**config.mk**
```make
export PLATFORM = sky130hd
export DESIGN_NAME = gpc_port
export DESIGN_NICKNAME = d
export VERILOG_FILES = /design/src/hw/gpc_pkg.sv /design/src/hw/gpc_port.sv /design/src/hw/gpc_sync3.sv
export SDC_FILE = /design/constraint.sdc
export NUM_CORES = 1
export LEC_CHECK = 0
export BUFFER_PORTS_ARGS = -buffer_cell sky130_fd_sc_hd__buf_2
export CAP_MARGIN = 25
export CORE_UTILIZATION = 28
export DETAILED_ROUTE_END_ITERATION = 12
export SETUP_SLACK_MARGIN = 0.5
export SKIP_CTS_REPAIR_TIMING = 1
export SLEW_MARGIN = 0
export SYNTH_ARGS = -nofsm -noshare
export SYNTH_HDL_FRONTEND = slang
export SYNTH_SLANG_ARGS = --single-unit
```
**constraint.sdc**
```tcl
create_clock -name clk_sys -period 4.4 [get_ports clk_sys]
set_input_delay 0.88 -clock clk_sys [delete_from_list [all_inputs] [get_ports clk_sys]]
set_output_delay 0.88 -clock clk_sys [all_outputs]
set_load 0.02 [all_outputs]
```
**src/hw/gpc_pkg.sv**
```systemverilog
// Shared constants and types for the port pin and change notify block.
// Assumes a 16-bit register port with word addresses.
package gpc_pkg;

  // Widths
  localparam int GPC_PIN_W   = 16;
  localparam int GPC_CN_W    = 24;
  localparam int GPC_CN_LO_W = 16;
  localparam int GPC_CN_HI_W = GPC_CN_W - GPC_CN_LO_W;
  localparam int GPC_CH_W    = 32;
  localparam int GPC_DW      = 16;
  localparam int GPC_AW      = 4;
  localparam int GPC_IRQ_W   = 2;

  // Register word addresses
  localparam logic [GPC_AW-1:0] GPC_REG_DIR     = 4'h0;
  localparam logic [GPC_AW-1:0] GPC_REG_PORT    = 4'h1;
  localparam logic [GPC_AW-1:0] GPC_REG_LAT     = 4'h2;
  localparam logic [GPC_AW-1:0] GPC_REG_ODC     = 4'h3;
  localparam logic [GPC_AW-1:0] GPC_REG_ACFG_L1 = 4'h4;
  localparam logic [GPC_AW-1:0] GPC_REG_ACFG_H1 = 4'h5;
  localparam logic [GPC_AW-1:0] GPC_REG_ACFG_L2 = 4'h6;
  localparam logic [GPC_AW-1:0] GPC_REG_ACFG_H2 = 4'h7;
  localparam logic [GPC_AW-1:0] GPC_REG_CNEN_LO = 4'h8;
  localparam logic [GPC_AW-1:0] GPC_REG_CNEN_HI = 4'h9;
  localparam logic [GPC_AW-1:0] GPC_REG_CNPU_LO = 4'ha;
  localparam logic [GPC_AW-1:0] GPC_REG_CNPU_HI = 4'hb;
  localparam logic [GPC_AW-1:0] GPC_REG_STAT    = 4'hc;
  localparam logic [GPC_AW-1:0] GPC_REG_MASK    = 4'hd;

  // Reset values
  localparam logic [GPC_PIN_W-1:0] GPC_DIR_RST  = 16'hffff;
  localparam logic [GPC_PIN_W-1:0] GPC_LAT_RST  = 16'h0000;
  localparam logic [GPC_PIN_W-1:0] GPC_ODC_RST  = 16'h0000;
  localparam logic [GPC_DW-1:0]    GPC_ACFG_RST = 16'h0000;
  localparam logic [GPC_CN_W-1:0]  GPC_CN_RST   = 24'h00_0000;
  localparam logic [GPC_IRQ_W-1:0] GPC_IRQ_RST  = 2'h0;

  // Status bit positions
  localparam int GPC_IRQ_CN    = 0;
  localparam int GPC_IRQ_EARLY = 1;

  // Pin drive bundle; oe_n low while the pin is driven
  typedef struct packed {
    logic [GPC_PIN_W-1:0] out;
    logic [GPC_PIN_W-1:0] oe_n;
  } gpc_pin_drv_s;

endpackage

```
**src/hw/gpc_port.sv**
```systemverilog
// I/O port pin logic with analog selection and change notification.
// Assumes pins are asynchronous and a converter outside reads conv_en.
//
// The plain strobed port and the register offsets were chosen for this implementation.
`timescale 1ns/1ps
module gpc_port
  import gpc_pkg::*;
#(
  parameter bit                  DUAL_ADC = 1'b1,
  parameter logic [GPC_CH_W-1:0] ANA_MASK = 32'hffff_ffff
) (
  // Clock and reset
  input  wire logic                 clk_sys,
  input  wire logic                 reset_n,
  // Register port
  input  wire logic [GPC_AW-1:0]    addr,
  input  wire logic [GPC_DW-1:0]    wdata,
  input  wire logic                 wr_en,
  input  wire logic                 rd_en,
  output logic      [GPC_DW-1:0]    rdata,
  // Port pins
  input  wire logic [GPC_PIN_W-1:0] pin_in,
  output gpc_pin_drv_s              pin_drv,
  // Change notify pins
  input  wire logic [GPC_CN_W-1:0]  cn_in,
  output logic      [GPC_CN_W-1:0]  cn_pullup_en,
  output logic                      cn_wake,
  // Converter and interrupt
  output logic      [GPC_CH_W-1:0]  conv_en,
  output logic                      irq
);

  // Register state
  logic [GPC_PIN_W-1:0] dir_q;
  logic [GPC_PIN_W-1:0] lat_q;
  logic [GPC_PIN_W-1:0] odc_q;
  logic [GPC_DW-1:0]    acfg_l1_q;
  logic [GPC_DW-1:0]    acfg_h1_q;
  logic [GPC_DW-1:0]    acfg_l2_q;
  logic [GPC_DW-1:0]    acfg_h2_q;
  logic [GPC_CN_W-1:0]  cnen_q;
  logic [GPC_CN_W-1:0]  cnpu_q;
  logic [GPC_IRQ_W-1:0] stat_q;
  logic [GPC_IRQ_W-1:0] stat_d;
  logic [GPC_IRQ_W-1:0] mask_q;
  logic [GPC_DW-1:0]    rdata_q;
  logic                 recent_q;
  logic [GPC_CN_W-1:0]  cn_last_q;

  // Synchronised inputs
  logic [GPC_PIN_W-1:0] pin_s2;
  logic [GPC_PIN_W-1:0] pin_s3;
  logic [GPC_CN_W-1:0]  cn_s2;
  logic [GPC_CN_W-1:0]  cn_s3;

  gpc_sync3 #(
    .W (GPC_PIN_W)
  ) u_pin_sync (
    .clk_sys (clk_sys),
    .reset_n (reset_n),
    .d       (pin_in),
    .s2      (pin_s2),
    .s3      (pin_s3)
  );

  gpc_sync3 #(
    .W (GPC_CN_W)
  ) u_cn_sync (
    .clk_sys (clk_sys),
    .reset_n (reset_n),
    .d       (cn_in),
    .s2      (cn_s2),
    .s3      (cn_s3)
  );

  // Write decode
  wire logic wr_dir  = wr_en & (addr == GPC_REG_DIR);
  wire logic wr_port = wr_en & (addr == GPC_REG_PORT);
  wire logic wr_lat  = wr_en & (addr == GPC_REG_LAT);
  wire logic wr_odc  = wr_en & (addr == GPC_REG_ODC);
  wire logic wr_al1  = wr_en & (addr == GPC_REG_ACFG_L1);
  wire logic wr_ah1  = wr_en & (addr == GPC_REG_ACFG_H1);
  wire logic wr_al2  = wr_en & (addr == GPC_REG_ACFG_L2);
  wire logic wr_ah2  = wr_en & (addr == GPC_REG_ACFG_H2);
  wire logic wr_enlo = wr_en & (addr == GPC_REG_CNEN_LO);
  wire logic wr_enhi = wr_en & (addr == GPC_REG_CNEN_HI);
  wire logic wr_pulo = wr_en & (addr == GPC_REG_CNPU_LO);
  wire logic wr_puhi = wr_en & (addr == GPC_REG_CNPU_HI);
  wire logic wr_stat = wr_en & (addr == GPC_REG_STAT);
  wire logic wr_mask = wr_en & (addr == GPC_REG_MASK);
  wire logic rd_port = rd_en & (addr == GPC_REG_PORT);

  // Analog selection per converter channel
  logic [GPC_CH_W-1:0]  ana_m1;
  logic [GPC_CH_W-1:0]  ana_m2;
  logic [GPC_CH_W-1:0]  ch_ana;
  logic [GPC_PIN_W-1:0] pin_ana;
  assign ana_m1  = ~{acfg_h1_q, acfg_l1_q};
  assign ana_m2  = DUAL_ADC ? ~{acfg_h2_q, acfg_l2_q} : '0;
  assign ch_ana  = ANA_MASK & (ana_m1 | ana_m2);
  assign pin_ana = ch_ana[GPC_PIN_W-1:0];
  assign conv_en = ch_ana;

  // Port value seen by software
  logic [GPC_PIN_W-1:0] port_val;
  assign port_val = pin_s3 & ~pin_ana;

  assign pin_drv.out  = lat_q & ~odc_q;
  assign pin_drv.oe_n = dir_q | (odc_q & lat_q);

  // Change detection on settled levels
  logic [GPC_CN_W-1:0] cn_chg;
  logic                ev_cn;
  logic                ev_early;
  assign cn_chg = ~(cn_s2 ^ cn_s3) & (cn_s3 ^ cn_last_q);
  // only enabled pins raise the flag
  assign ev_cn  = |(cn_chg & cnen_q);
  // read too soon after port update
  assign ev_early = rd_port & recent_q;

  // Clockless wake path for sleep; raw pins against the latch.
  // wake without a running clock
  assign cn_wake = |((cn_in ^ cn_last_q) & cnen_q);

  assign cn_pullup_en = cnpu_q;

  // Read mux
  logic [GPC_DW-1:0] rd_mux;
  assign rd_mux =
    (addr == GPC_REG_DIR)     ? dir_q :
    (addr == GPC_REG_PORT)    ? port_val :
    (addr == GPC_REG_LAT)     ? lat_q :
    (addr == GPC_REG_ODC)     ? odc_q :
    (addr == GPC_REG_ACFG_L1) ? acfg_l1_q :
    (addr == GPC_REG_ACFG_H1) ? acfg_h1_q :
    (addr == GPC_REG_ACFG_L2) ? acfg_l2_q :
    (addr == GPC_REG_ACFG_H2) ? acfg_h2_q :
    (addr == GPC_REG_CNEN_LO) ? cnen_q[GPC_CN_LO_W-1:0] :
    (addr == GPC_REG_CNEN_HI) ?
      {{(GPC_DW-GPC_CN_HI_W){1'b0}}, cnen_q[GPC_CN_W-1:GPC_CN_LO_W]} :
    (addr == GPC_REG_CNPU_LO) ? cnpu_q[GPC_CN_LO_W-1:0] :
    (addr == GPC_REG_CNPU_HI) ?
      {{(GPC_DW-GPC_CN_HI_W){1'b0}}, cnpu_q[GPC_CN_W-1:GPC_CN_LO_W]} :
    (addr == GPC_REG_STAT)    ? {{(GPC_DW-GPC_IRQ_W){1'b0}}, stat_q} :
    (addr == GPC_REG_MASK)    ? {{(GPC_DW-GPC_IRQ_W){1'b0}}, mask_q} :
    '0;

  // Set wins over the write-one clear
  assign stat_d = (stat_q & ~(wr_stat ? wdata[GPC_IRQ_W-1:0] : '0))
                | {ev_early, ev_cn};

  // Port data and direction
  always_ff @(posedge clk_sys) begin
    if (!reset_n) begin
      dir_q <= GPC_DIR_RST;
      lat_q <= GPC_LAT_RST;
      odc_q <= GPC_ODC_RST;
    end else begin
      if (wr_dir) begin
        dir_q <= wdata;
      end
      if (wr_lat | wr_port) begin
        lat_q <= wdata;
      end
      if (wr_odc) begin
        odc_q <= wdata;
      end
    end
  end

  // Analog configuration
  always_ff @(posedge clk_sys) begin
    if (!reset_n) begin
      acfg_l1_q <= GPC_ACFG_RST;
      acfg_h1_q <= GPC_ACFG_RST;
      acfg_l2_q <= GPC_ACFG_RST;
      acfg_h2_q <= GPC_ACFG_RST;
    end else begin
      if (wr_al1) begin
        acfg_l1_q <= wdata;
      end
      if (wr_ah1) begin
        acfg_h1_q <= wdata;
      end
      if (wr_al2) begin
        acfg_l2_q <= wdata;
      end
      if (wr_ah2) begin
        acfg_h2_q <= wdata;
      end
    end
  end

  always_ff @(posedge clk_sys) begin
    if (!reset_n) begin
      cnen_q <= GPC_CN_RST;
      cnpu_q <= GPC_CN_RST;
    end else begin
      if (wr_enlo) begin
        cnen_q[GPC_CN_LO_W-1:0] <= wdata;
      end
      if (wr_enhi) begin
        cnen_q[GPC_CN_W-1:GPC_CN_LO_W] <= wdata[GPC_CN_HI_W-1:0];
      end
      if (wr_pulo) begin
        cnpu_q[GPC_CN_LO_W-1:0] <= wdata;
      end
      if (wr_puhi) begin
        cnpu_q[GPC_CN_W-1:GPC_CN_LO_W] <= wdata[GPC_CN_HI_W-1:0];
      end
    end
  end

  // Latch follows settled levels of every pin, enabled or not,
  // so enabling a pin later does not fire on stale history.
  always_ff @(posedge clk_sys) begin
    if (!reset_n) begin
      cn_last_q <= GPC_CN_RST;
    end else begin
      cn_last_q <= cn_last_q ^ cn_chg;
    end
  end

  // Status, mask, read data, write recency
  always_ff @(posedge clk_sys) begin
    if (!reset_n) begin
      stat_q   <= GPC_IRQ_RST;
      mask_q   <= GPC_IRQ_RST;
      rdata_q  <= '0;
      recent_q <= 1'b0;
    end else begin
      stat_q   <= stat_d;
      rdata_q  <= rd_en ? rd_mux : '0;
      recent_q <= wr_dir | wr_lat | wr_port;
      if (wr_mask) begin
        mask_q <= wdata[GPC_IRQ_W-1:0];
      end
    end
  end

  assign rdata = rdata_q;
  assign irq   = |(stat_q & mask_q);
endmodule

```
**src/hw/gpc_sync3.sv**
```systemverilog
// Three-stage synchroniser for a vector of asynchronous pins.
// Assumes each bit is independent; no bus coherency across bits.
`timescale 1ns/1ps
module gpc_sync3 #(
  parameter int W = 8
) (
  // Clock and reset
  input  wire logic         clk_sys,
  input  wire logic         reset_n,
  // Raw and synchronised levels
  input  wire logic [W-1:0] d,
  output logic      [W-1:0] s2,
  output logic      [W-1:0] s3
);

  logic [W-1:0] s1_q;
  logic [W-1:0] s2_q;
  logic [W-1:0] s3_q;

  // First stage feeds only the second
  always_ff @(posedge clk_sys) begin
    if (!reset_n) begin
      s1_q <= '0;
      s2_q <= '0;
      s3_q <= '0;
    end else begin
      s1_q <= d;
      s2_q <= s1_q;
      s3_q <= s2_q;
    end
  end

  assign s2 = s2_q;
  assign s3 = s3_q;

endmodule
```
# ---- Word-level counts from Yosys, hierarchy flattened
# Index checks and enable logic that the tools add are counted.
dict set report totals {
  out_inout_bits 106
  ramBits 0
  mem_bits_ro 0
  in_bits 64
  memories 0
  regBits 325
  wordCells 95
  latch_bits 0
}
dict set report op_classes {
  bitwise_logic 40
  reduce_logical 5
  order_cmp 0
  muxes 15
  multipliers 0
  add_sub_neg 0
  shifts 0
  eq_ne 13
  div 0
}
# operator n
set ops {}
lappend ops {{16-bit two-way mux} 11}
lappend ops {{24-bit XOR} 4}
lappend ops {{24-bit bitwise AND} 3}
lappend ops {{32-bit NOT} 2}
lappend ops {{16-bit bitwise AND} 3}
lappend ops {{24-bit OR reduction} 2}
lappend ops {{16-bit NOT} 2}
lappend ops {{32-bit bitwise OR} 1}
lappend ops {{4-bit equality test, second input constant} 6}
lappend ops {{24-bit NOT} 1}
lappend ops {{1-bit bitwise AND} 16}
lappend ops {{4-bit by 3-bit equality test with 1-bit output, second input constant} 4}
lappend ops {{16-bit bitwise OR} 1}
lappend ops {{4-bit by 2-bit equality test with 1-bit output, second input constant} 2}
lappend ops {{8-bit two-way mux} 1}
lappend ops {{2-bit two-way mux} 3}
lappend ops {{2-bit bitwise AND} 2}
lappend ops {{4-bit by 1-bit equality test with 1-bit output, second input constant} 1}
lappend ops {{4-bit logical NOT} 1}
lappend ops {{1-bit bitwise OR} 3}
lappend ops {{2-bit NOT} 1}
lappend ops {{2-bit bitwise OR} 1}
lappend ops {{2-bit AND reduction} 1}
lappend ops {{2-bit OR reduction} 1}

# ---- Longest topological paths before layout
dict set report depth {
  depth_word 15
  ltp_mapped 8
}

# ---- By module
# A second synthesis with hierarchy kept.
dict set report unflattened {
  cells_unflattened 1595
  hier_area_um2 13661.9
}
# module cells_each instances area_each_um2 seq_area_each_um2
set modules_own_cells {}
lappend modules_own_cells {gpc_port 1343 1 10313.6 4103.9}
lappend modules_own_cells {{gpc_sync3 (u_cn_sync)} 151 1 2016.9 1441.4}
lappend modules_own_cells {{gpc_sync3 (u_pin_sync)} 101 1 1331.3 960.9}

# ---- Worst setup path after synthesis
# No wires, ideal clock.
dict set report synth_path {
  path_type {input-to-output}
  start {input port cn_in[23]}
  end {output port cn_wake}
  t_arrival_ns 1.686
  path_buffers 0
  setup_slack_ns 1.834
  cell_stages 4
  t_required_ns 3.520
  cell_sequence {xor2_1 a22o_1 a221oi_1 nand4_1}
}
dict set report synth_via {
  elab_chain_cells 3
}
# item line_no
set synth_lines {}
lappend synth_lines {{start, declared} gpc_port.sv:25} ;# input wire logic [GPC_CN_W-1:0] cn_in,
lappend synth_lines {{24-bit XOR} gpc_port.sv:123} ;# assign cn_wake = |((cn_in ^ cn_last_q) & cnen_q);
lappend synth_lines {{24-bit bitwise AND} gpc_port.sv:123}
lappend synth_lines {{24-bit OR reduction} gpc_port.sv:123}
lappend synth_lines {{end, declared} gpc_port.sv:27} ;# output logic cn_wake,
# Every way passes these cells.

# ---- Worst setup path in the final report
# Ends and elaborated chain as after synthesis.

==> flow_summary.toml <==
[critical_path]
cp_max_fo = 2
crit_path_max_incr_delay_ps = 280
path_cells = "buf_2 > xor2_1 > a22o_1 > a221oi_1 > nand4_1 > buf_2"
cp_num_buf_inv = 2
crit_type = "in -> out"
slowest_stage = "a221oi_1"
crit_family = "compound AO/OA/AOI/OAI gates"
timing.critical_path.to_type = "output port"
reg2reg_from = "acfg_h2_q[11]$_SDFFE_PN0P_"
r2r.worst_path.cells = 5
reg2reg_slack_ps = 2700
r2r-end = "rdata[11]$_SDFF_PN0_"
crit_required_ps = 3520
arrival_ps = 2050
cp-start-kind = "primary input"
crit_top_cell = "buf_2"

[timing]
setup_viol_count_final = 0
tightest_slew_ps = 943.0
relSlewSlack_pct = 37.13
finClkSkew_ps = 20.30
rsz0062_at_grt = "false"
period_share_pct = 66.59
slew_violations = 0
fmax_mhz = 341.3
whs_ps = 429.5
fin_crit_ps = 2930
hold_viol = 0
tns_ps = 0

[cts]
cts_tree = "built"
numCtsBuffers = 37
clk_root_buffer_cell = "clkbuf_16"
cts_max_level = 2
clockBufferDepth = 3
cts_sinks = 325
clkSlewWorstSetupHoldPaths_ps = 60
clock_latency_ps = 540

[place]
place_inst = 2255
dpl.hpwl_mm = 32.89
place_congestion = 0.9040
io_buffers = 169

[detailed_routing]
routed_wl_mm = 46.69
drc = 0
dr.pass1.iters = 5
vias = 11648
ant_nets = 0
vias_per_cell = 5.014
drt_iter0_drc = 1065
routedWlPerCell_um = 20.10

[synth]
synth_edf_count = 0
synth-warning-count = 0
netlist_area_mm2 = 0.01323
syn_area_per_cell_um2 = 8.405
synth_cell_type_count = 61
synthFlopType = "dfxtp_1"
muxShareOfSynthArea_pct = 2.052
synth_compound_area_share_pct = 17.69
synthArstFlopShare_pct = 0
ys_ff_latch = 325
synth_top_area_share_pct = 49.18
synth-simple-area-share_pct = 25.37
synth_top_family_by_area = "simple AND/OR/NAND/NOR gates"
syn_nets = 1638
ys_seq_area_share_pct = 49.18
yosys.area_share.adder_pct = 0
synth_area_leaders = "dfxtp_1, nand2_1, a21oi_1"
syn-instance-count = 1574
synth_area_leader_cell = "dfxtp_1"
synth-xor-area-share_pct = 1.589

[floorplanning]
num_rows = 79
dieHeight_um = 219.4
io_pins = 170
core-area_mm2 = 0.04656
dieArea_mm2 = 0.04812
die_x_um = 219.4
initial_utilization_pct = 28.42

[layout]
fin_nets = 1751
instances_no_fill = 2323
drive_above_1_share_pct = 15.58
area_delta_synth_final_pct = 19.13
fin_util_pct = 33.85

[min_path]
min_from = "u_cn_sync.s1_q[4]$_SDFF_PN0_"
whs_endpoint = "u_cn_sync.s2[4]$_SDFF_PN0_"
whs_path_depth = 1
hold_path.class = "reg -> reg"

[global_route]
grt_pass1_wl_mm = 68.51
grt_max_degree = 129
grt_pass1_vias = 10889
overflow = 0
antenna_found_initial = 1
grt_usage_pct = 19.01

[power_and_ir_drop]
p_per_area_mw_per_mm2 = 420.1
leakagePower_uw = 0.005880
ir_worst_vdd_uv = 219.7

[run]
drv_cap = 0

[status]
status = "finished, final reports clean"
[cell usage after synthesis (all sizes together), types with 6 or more instances]
master and number:
nor2 23, nand3 35, a22oi 31, nand4 15, o221a 6, nand3b 7
a41oi 7, a2111oi 6, and3b 15, nand2 382, clkbuf 72, nor2b 27
inv 10, xor2 24, mux2i 17, buf 40, a32o 6, a21o 17
nor4bb 6, nand2b 11, o21ai 90, nor3b 16, a21oi 195, o2bb2ai 12
mux2 7, and2 125, dfxtp 325
[routing by layer]
metal / vias up / wire length [um] / global-route usage, %
met2: 480 / 20160 / 28.23
met1: 5487 / 20690 / 25.84
li1: 5593 / - / -
met5: - / 0 / 0
met3: 88 / 4032 / 4.906
met4: 0 / 1807 / 8.056
[worst max path at each step]
| stage | from | end | slack [ps] | depth (start not counted) |
|---|---|---|---|---|
| 3_5_place_dp | addr[1] | lat_q[12]$_SDFFE_PN0P_ | 1090 | 8 |
| 6_report | cn_in[23] | cn_wake | 1470 | 6 |
| 5_1_grt | addr[1] | lat_q[6]$_SDFFE_PN0P_ | 1410 | 8 |
| 4_1_cts | cn_in[23] | cn_wake | 1460 | 6 |
| 2_1_floorplan | cn_in[23] | cn_wake | 1830 | 4 |
| 3_3_place_gp | addr[1] | lat_q[6]$_SDFFE_PN0P_ | 1200 | 8 |
[logic make-up (layout without fill, tap and decap cells)]
logic type,after synthesis,in the layout
flip-flops,325,325
buffers and inverters,122,262
AO/OA/AOI/OAI,396,396
XOR/XNOR,24,24
multiplexers,25,25
other,0,2
AND/OR/NAND/NOR,682,682
[layout by cell type, fill, tap and decap left out, types with 15 or more instances in the layout]
cell       synthesis  routed
nand3_1           35      35
dfxtp_1          325     325
nor2b_1           27      27
nor3b_1           16      16
and3b_1           15      15
mux2i_1           17      17
nand4_1           15      15
nand2_1          381     381
a21o_1            17      17
nor2_1            20      20
buf_4              7      17
clkbuf_16          0      38
xor2_1            24      24
a22oi_1           31      31
a21oi_1          195     195
o21ai_0           85      85
buf_2             30     168
and2_1           125     125
[stage by stage]
stage	instance area, um^2	total power, uW	setup WS, ps
2_1_floorplan	13230	3343	1834
3_3_place_gp	14490	3490	1200
3_5_place_dp	14490	3497	1095
4_1_cts	15760	6678	1456
5_1_grt	15760	6846	1405
6_report	15760	6621	1470
[flip-flops by register name, indices dropped and copies added, names as in the netlist, named ones only]
register and count:
cn_pullup_en 24, cnen_q 24, u_cn_sync.s1_q 24, u_cn_sync.s2 24, u_cn_sync.s3 24, acfg_h1_q 16
acfg_h2_q 16, acfg_l1_q 16, acfg_l2_q 16, dir_q 16, lat_q 16, odc_q 16
rdata 16, u_pin_sync.s1_q 16, u_pin_sync.s2 16, u_pin_sync.s3 16, mask_q 2, stat_q 2
recent_q 1
[cell type report]
class                   count  area (um^2)
fillers                  4832        30790
clock inverters            13        162.7
multi-input cells        1127         6192
diodes                      2        5.005
repair buffers            186        988.4
clock buffers              53         1107
flip-flops and latches    325         6506
inverters                  10        40.04
well taps                 607        759.5
[where the power goes]
group | internal, uW | switching [uW]
Combinational | 115 | 258
Sequential | 3010 | 48.8
Clock | 1930 | 1250
Note: power is estimated with default switching activity, not from simulation.
